### src/rtl/lcs_pkg.sv
// package: constants for the link capability and status register bank
package lcs_pkg;

  // ---------------------------------------------------------------
  // bus and map
  // ---------------------------------------------------------------
  localparam int unsigned LCS_ADDR_W = 8;
  localparam int unsigned LCS_DATA_W = 32;
  localparam logic [LCS_ADDR_W-1:0] LCS_OFS_CAPSTAT = 8'h04;
  localparam logic [LCS_ADDR_W-1:0] LCS_OFS_CONTROL = 8'h08;
  localparam logic [LCS_ADDR_W-1:0] LCS_OFS_COUNTS = 8'h0c;
  localparam logic [LCS_DATA_W-1:0] LCS_ZERO_WORD = 32'h0000_0000;

  // ---------------------------------------------------------------
  // capability and status word fields
  // ---------------------------------------------------------------
  localparam int unsigned LCS_BIT_DISC_READY = 0;
  localparam int unsigned LCS_BIT_CREDIT_KIND = 1;
  localparam int unsigned LCS_BIT_PACKING = 2;

  // ---------------------------------------------------------------
  // own control and count words
  // ---------------------------------------------------------------
  localparam int unsigned LCS_BIT_HOLD = 0;
  localparam logic LCS_HOLD_RESET = 1'b0;
  localparam int unsigned LCS_CNT_W = 6;
  localparam int unsigned LCS_LINKS = 64;
  localparam int unsigned LCS_SUP_LSB = 0;
  localparam int unsigned LCS_ACT_LSB = 8;

  // ---------------------------------------------------------------
  // credit pool encoding
  // ---------------------------------------------------------------
  localparam logic LCS_CREDIT_PER_LINK = 1'b0;
  localparam logic LCS_CREDIT_POOLED = 1'b1;

  // ---------------------------------------------------------------
  // readiness qualification
  // ---------------------------------------------------------------
  localparam int unsigned LCS_CLK_MHZ = 40;
  localparam int unsigned LCS_SETTLE_NS = 100;
  localparam int unsigned LCS_SETTLE_CYC =
    (LCS_SETTLE_NS * LCS_CLK_MHZ + 999) / 1000 > 0 ?
    (LCS_SETTLE_NS * LCS_CLK_MHZ + 999) / 1000 : 1;
  localparam int unsigned LCS_SETTLE_W = 4;

  typedef enum logic [2:0] {
    LCS_NOT_READY = 3'b001,
    LCS_QUALIFY = 3'b010,
    LCS_READY = 3'b100
  } lcs_ready_e;

endpackage

### src/rtl/lcs_ready_tracker.sv
// module: discovery readiness tracker for the links of one port
module lcs_ready_tracker
  import lcs_pkg::*;
(
  input wire logic clock,
  input wire logic arst_n,
  input wire logic links_ok,
  input wire logic hold,
  output logic ready
);

  // ---------------------------------------------------------------
  // state
  // ---------------------------------------------------------------
  lcs_ready_e state;
  lcs_ready_e next_state;
  logic [LCS_SETTLE_W-1:0] settle;

  localparam logic [LCS_SETTLE_W-1:0] SETTLE_LAST = LCS_SETTLE_W'(LCS_SETTLE_CYC - 1);

  // readiness must hold steady before it is shown, so a glitching
  // link cannot invite credit grants it then cannot accept
  always_comb begin
    next_state = state;
    case (state)
      LCS_NOT_READY: begin
        if (links_ok && !hold) begin
          next_state = LCS_QUALIFY;
        end
      end
      LCS_QUALIFY: begin
        if (!links_ok || hold) begin
          next_state = LCS_NOT_READY;
        end else if (settle == SETTLE_LAST) begin
          next_state = LCS_READY;
        end
      end
      LCS_READY: begin
        if (!links_ok || hold) begin
          next_state = LCS_NOT_READY;
        end
      end
      default: begin
        next_state = LCS_NOT_READY;
      end
    endcase
  end

  always_ff @(posedge clock or negedge arst_n) begin
    if (!arst_n) begin
      state <= LCS_NOT_READY;
    end else begin
      state <= next_state;
    end
  end

  always_ff @(posedge clock or negedge arst_n) begin
    if (!arst_n) begin
      settle <= '0;
    end else if (state == LCS_QUALIFY && next_state == LCS_QUALIFY) begin
      settle <= settle + 1'b1;
    end else begin
      settle <= '0;
    end
  end

  always_ff @(posedge clock or negedge arst_n) begin
    if (!arst_n) begin
      ready <= 1'b0;
    end else begin
      ready <= (next_state == LCS_READY);
    end
  end

endmodule // lcs_ready_tracker

### src/rtl/lcs_top.sv
// module: link capability and status register bank for one port

// ---------------------------------------------------------------
// notes
// ---------------------------------------------------------------
module lcs_top
  import lcs_pkg::*;
(
  input wire logic clock,
  input wire logic arst_n,
  input wire logic [LCS_ADDR_W-1:0] addr,
  input wire logic [LCS_DATA_W-1:0] wr_data,
  input wire logic wr_strobe,
  input wire logic rd_strobe,
  output logic [LCS_DATA_W-1:0] rd_data,
  input wire logic [LCS_LINKS-1:0] link_config_ready,
  input wire logic [LCS_LINKS-1:0] link_grant_ready,
  input wire logic [LCS_CNT_W-1:0] supported_link_count,
  input wire logic [LCS_CNT_W-1:0] active_link_count,
  input wire logic credit_pool_strap,
  input wire logic packing_strap,
  output logic discovery_ready_flag
);

  // ---------------------------------------------------------------
  // helpers
  // ---------------------------------------------------------------
  // count n encodes n+1 links, so link 0 is always covered
  function automatic logic [LCS_LINKS-1:0] span_mask(input logic [LCS_CNT_W-1:0] count);
    logic [LCS_LINKS-1:0] mask;
    mask = '0;
    for (int i = 0; i < LCS_LINKS; i++) begin
      if (i <= int'(count)) begin
        mask[i] = 1'b1;
      end
    end
    return mask;
  endfunction

  function automatic logic span_all(input logic [LCS_LINKS-1:0] vec,
                                    input logic [LCS_CNT_W-1:0] count);
    logic [LCS_LINKS-1:0] mask;
    mask = span_mask(count);
    return ((vec & mask) == mask);
  endfunction

  function automatic logic hit(input logic [LCS_ADDR_W-1:0] a,
                               input logic [LCS_ADDR_W-1:0] ofs);
    return (a == ofs);
  endfunction

  // ---------------------------------------------------------------
  // strap capture
  // ---------------------------------------------------------------
  // straps are caught on the first edge after reset release, never
  // by the reset itself, and then held until the next reset
  logic strap_taken;
  logic credit_pool_kind;
  logic packing_supported;

  always_ff @(posedge clock or negedge arst_n) begin
    if (!arst_n) begin
      strap_taken <= 1'b0;
    end else begin
      strap_taken <= 1'b1;
    end
  end

  always_ff @(posedge clock or negedge arst_n) begin
    if (!arst_n) begin
      credit_pool_kind <= LCS_CREDIT_PER_LINK;
    end else if (!strap_taken) begin
      credit_pool_kind <= credit_pool_strap;
    end
  end

  always_ff @(posedge clock or negedge arst_n) begin
    if (!arst_n) begin
      packing_supported <= 1'b0;
    end else if (!strap_taken) begin
      packing_supported <= packing_strap;
    end
  end

  // ---------------------------------------------------------------
  // control register
  // ---------------------------------------------------------------
  // software may hold discovery off while it reprograms the port;
  // this is the only writable state in the bank
  logic hold_discovery;

  always_ff @(posedge clock or negedge arst_n) begin
    if (!arst_n) begin
      hold_discovery <= LCS_HOLD_RESET;
    end else if (wr_strobe && hit(addr, LCS_OFS_CONTROL)) begin
      hold_discovery <= wr_data[LCS_BIT_HOLD];
    end
  end

  // ---------------------------------------------------------------
  // readiness
  // ---------------------------------------------------------------
  // one readiness verdict for every supported link; links beyond the
  // count are ignored, so a partly populated port still qualifies
  logic links_ok;
  logic tracker_ready;

  always_ff @(posedge clock or negedge arst_n) begin
    if (!arst_n) begin
      links_ok <= 1'b0;
    end else begin
      links_ok <= strap_taken &&
                  span_all(link_config_ready, supported_link_count) &&
                  span_all(link_grant_ready, supported_link_count);
    end
  end

  lcs_ready_tracker u_tracker (
    .clock(clock),
    .arst_n(arst_n),
    .links_ok(links_ok),
    .hold(hold_discovery),
    .ready(tracker_ready)
  );

  // the status part is a single value shared by all enabled links
  always_ff @(posedge clock or negedge arst_n) begin
    if (!arst_n) begin
      discovery_ready_flag <= 1'b0;
    end else begin
      discovery_ready_flag <= tracker_ready;
    end
  end

  // ---------------------------------------------------------------
  // word assembly
  // ---------------------------------------------------------------
  logic [LCS_DATA_W-1:0] capstat_word;
  logic [LCS_DATA_W-1:0] control_word;
  logic [LCS_DATA_W-1:0] counts_word;

  always_comb begin
    capstat_word = LCS_ZERO_WORD;
    capstat_word[LCS_BIT_DISC_READY] = discovery_ready_flag;
    // zero: figures are per link; one: figures are pooled totals
    capstat_word[LCS_BIT_CREDIT_KIND] = credit_pool_kind;
    capstat_word[LCS_BIT_PACKING] = packing_supported;
  end

  always_comb begin
    control_word = LCS_ZERO_WORD;
    control_word[LCS_BIT_HOLD] = hold_discovery;
  end

  always_comb begin
    counts_word = LCS_ZERO_WORD;
    counts_word[LCS_SUP_LSB +: LCS_CNT_W] = supported_link_count;
    counts_word[LCS_ACT_LSB +: LCS_CNT_W] = active_link_count;
  end

  // ---------------------------------------------------------------
  // read port
  // ---------------------------------------------------------------
  // data stands only in the cycle after the strobe; unmapped offsets
  // read zero; a read changes nothing but rd_data
  logic [LCS_DATA_W-1:0] next_rd_data;

  always_comb begin
    next_rd_data = LCS_ZERO_WORD;
    if (rd_strobe) begin
      if (hit(addr, LCS_OFS_CAPSTAT)) begin
        next_rd_data = capstat_word;
      end else if (hit(addr, LCS_OFS_CONTROL)) begin
        next_rd_data = control_word;
      end else if (hit(addr, LCS_OFS_COUNTS)) begin
        next_rd_data = counts_word;
      end else begin
        next_rd_data = LCS_ZERO_WORD;
      end
    end
  end

  always_ff @(posedge clock or negedge arst_n) begin
    if (!arst_n) begin
      rd_data <= LCS_ZERO_WORD;
    end else begin
      rd_data <= next_rd_data;
    end
  end

  // writes to the capability word and counts fall through the decode:
  // there is no storage behind them, so they cannot alter any bit

endmodule // lcs_top

### config.mk
export PLATFORM = sky130hd
export DESIGN_NAME = lcs_top
export DESIGN_NICKNAME = d
export VERILOG_FILES = /design/src/rtl/lcs_pkg.sv /design/src/rtl/lcs_ready_tracker.sv /design/src/rtl/lcs_top.sv
export SDC_FILE = /design/constraint.sdc
export NUM_CORES = 1
export LEC_CHECK = 0
export BUFFER_PORTS_ARGS = -buffer_cell sky130_fd_sc_hd__buf_4
export CORE_MARGIN = 4
export CORE_UTILIZATION = 38
export DETAILED_ROUTE_END_ITERATION = 10
export GPL_TIMING_DRIVEN = 0
export PLACE_DENSITY = 0.9
export SLEW_MARGIN = 40
export SYNTH_ARGS = -nofsm -noshare
export SYNTH_HDL_FRONTEND = slang
export SYNTH_SLANG_ARGS = --single-unit
### constraint.sdc
create_clock -name clock -period 2.1 [get_ports clock]
set_input_delay 0 -clock clock [delete_from_list [all_inputs] [get_ports clock]]
set_output_delay 0 -clock clock [all_outputs]
set_load 0.005 [all_outputs]
==> flow_summary_export.csv <==
group,metric,value,unit
timing,finalCriticalPeriod,1.97,ns
detailed_routing,wl_per_cell,19.1,µm
timing,clock.fmax,508,MHz
finish,layout-drive-gt1-share,0.423,
critical_path,worstSetupEndpointType,"flip-flop",
synthesis,ys_ff_latch,26,
synthesis,synthTopCellsByArea,"dfrtp_1, buf_4, nand2_1",
floorplan,rows,28,
synthesis,synth.distinct_cells,63,
run,max_cap_violations,0,
detailed_routing,drtIter0Drc,267,
synthesis,yosysSeqAreaShare,0.274,
critical_path,crit_path_start_kind,"input pin",
finish,multi_input_comb_area,1530,µm²
cts,cts.sinks,26,
floorplan,die_w,87.1,µm
timing,finalHoldViolations,0,
cts,clockBufferDepth,2,
timing,timing.slew.headroom,0.588,
hold_path,hold_path_class,"in2reg",
detailed_routing,vias_per_cell,5.79,
synthesis,synth_largest_area_cell,"dfrtp_1",
global_route,grt_pass1_vias,3239,
cts,clk_latency,0.27,ns
detailed_routing,wirelength,11000,µm
power_and_ir_drop,power.density,350,nW/µm²
floorplan,dieArea,7590,µm²
power_and_ir_drop,leakagePower,1.91,nW
cts,clockRootBuffer,"clkbuf_8",
floorplan,die_y,87.1,µm
finish,regArea,652,µm²
detailed_routing,vias,3325,
timing,hold_slack,0.0334,ns
finish,nets,687,
finish,fill_cells,530,
timing,finClkSkew,0.00652,ns
detailed_routing,dr.pass1.iters,5,
synthesis,synth-edff-count,0,
cts,path_clk_slew,0.09,ns
timing,grt_setup_unrepaired,"false",
finish,fin_util,0.661,
critical_path,crit_arrival,2.14,ns
synthesis,ys_warn_count,0,
synthesis,yosys.area.top_type_share,0.263,
place,port_buffers,164,
floorplan,core,5990,µm²
critical_path,worstPathMaxFanout,5,
global_route,grt_pass1_wl,16200,µm
cts,htree_levels,1,
global_route,antenna_found_initial,0,
timing,worst-slew-pin-transition,0.615,ns
global_route,grt.total_usage,0.273,
detailed_routing,remaining_drc_errors,0,
critical_path,required,2.27,ns
synthesis,ys.flop_type,"dfrtp_1",
place,gp_congestion,0.946,
place,hpwl,8970,µm
global_route,overflow,0,
synthesis,synth_area,2380,µm²
run_status,status,"complete, no violations",
detailed_routing,ant_nets,0,
finish,antennaDiodeCount,0,
critical_path,path_class,"in2reg",
timing,fin_crit_sh,0.938,
cts,cts_tree,"built",
finish,area.growth.synth_to_final,66.4,%
floorplan,io_pins,219,
synthesis,synth-async-reset-ratio,1.00,
cts,cts_buffers,3,
synthesis,synth.avg_cell_area,7.93,µm²
global_route,grt_max_degree,27,
timing,setup_violations,0,
synthesis,netlist_instances,300,
floorplan,start_util,0.397,
power_and_ir_drop,peakVddDrop,0.000221,V
timing,drv_slew,0,
worst max-delay path, cell delays in order:
cell and delay, ns:
buf_4 0.13, o21ai_0 0.45, a22oi_1 0.16, a2111oi_2 0.40
nand4_1 0.17, or4b_1 0.56, nor4_2 0.26
final cells by class:
type                       instances  area share
buffer                            37      0.0629
timing repair buffer             176       0.341
multi-input combinational        248       0.386
clock buffer                       4      0.0139
inverter                           8     0.00759
tap                               75      0.0237
sequential                        26       0.165
flip-flops by register name (all words and copies together), names as in the netlist:
| signal | cells |
|---|---|
| credit_pool_kind | 1 |
| discovery_ready_flag | 1 |
| hold_discovery | 1 |
| links_ok | 1 |
| packing_supported | 1 |
| rd_data | 12 |
| strap_taken | 1 |
| u_tracker.ready | 1 |
| u_tracker.settle | 4 |
| u_tracker.state | 3 |
cell usage after synthesis (5+ instances only):
| cell | instances |
|---|---|
| a21oi_1 | 20 |
| nand2_1 | 32 |
| mux2_2 | 5 |
| nand2b_1 | 5 |
| nand3_1 | 10 |
| a22oi_1 | 11 |
| o21ai_0 | 15 |
| nor3_1 | 7 |
| a31oi_1 | 6 |
| dfrtp_1 | 25 |
| and2_1 | 6 |
| buf_4 | 20 |
| nor2_1 | 21 |
| nand4_1 | 8 |
| a41oi_1 | 5 |
| clkbuf_1 | 8 |
| o2111ai_1 | 6 |
| inv_1 | 8 |
stage by stage:
step                      setup WS (ns)  instance area [µm²]  power, mW  std cells  TNS [ns]
final                             0.131                 3960       1.39        574         0
after global routing             0.0180                 3960       1.46        574         0
after CTS                         0.106                 3960       1.38        574         0
after detailed placement         -0.306                 3770       1.05        558    -0.306
after global placement           -0.328                 3770       1.04        558    -0.328
after floorplan                   0.383                 2450      0.736        319         0
repair_timing:
| action | 4_1_cts | 5_1_grt |
|---|---|---|
| setup endpoints to repair | 1 | 1 |
| gates resized for setup | 1 | 1 |
| endpoints found under the hold margin | 36 | 0 |
| buffers inserted | 0 | 0 |
| hold buffers | 12 | 0 |
cells by family after synthesis:
group	after synthesis	synth area share
xor gates and xnor gates	3	0.0110
and+or+nand+nor	105	0.221
DFF	26	0.274
muxes	7	0.0321
other	2	0.00316
AOI/OAI and AO/OA	110	0.332
buffers and inverters	45	0.117
adders and majority gates	2	0.00947
path summary, 6_finish.rpt:
path	startpoint	to	slack (ns)	cells after the start
min	addr[2]	rd_data[0]	0.03	3
min reg2reg	u_tracker.ready	discovery_ready_flag	0.35	0
max in group asynchronous	arst_n	u_tracker.state[0]	1.64	2
min in group asynchronous	arst_n	u_tracker.settle[2]	0.17	2
max reg2reg	strap_taken	links_ok	0.22	5
max	supported_link_count[0]	links_ok	0.13	7
cell usage in the layout (no fill, tap or decap), types with 7 or more instances in the layout:
cell / count
a21oi_1: 20
dfrtp_1: 25
nand3_1: 10
nor2_1: 21
o21ai_0: 15
nor3_1: 7
conb_1: 21
a22oi_1: 11
inv_1: 8
nand2_1: 31
buf_4: 184
dlygate4sd3_1: 12
clkbuf_1: 8
nand4_1: 8
metal layers:
metal	part of all wire	GRT usage	vias up
li1	-	-	1513
met3	0.10	0.0568	46
met2	0.46	0.444	223
met4	0.049	0.128	0
met5	0	0	-
met1	0.39	0.346	1543
where the power goes:
part           leakage, nW  internal (mW)  total [mW]  switching, mW
registers            0.353          0.506       0.511        0.00462
clock network       0.0288          0.167       0.314          0.146
logic                 1.53          0.311       0.561          0.250
total                 1.91          0.984        1.39          0.401
Power figures use the tool's default switching activity.
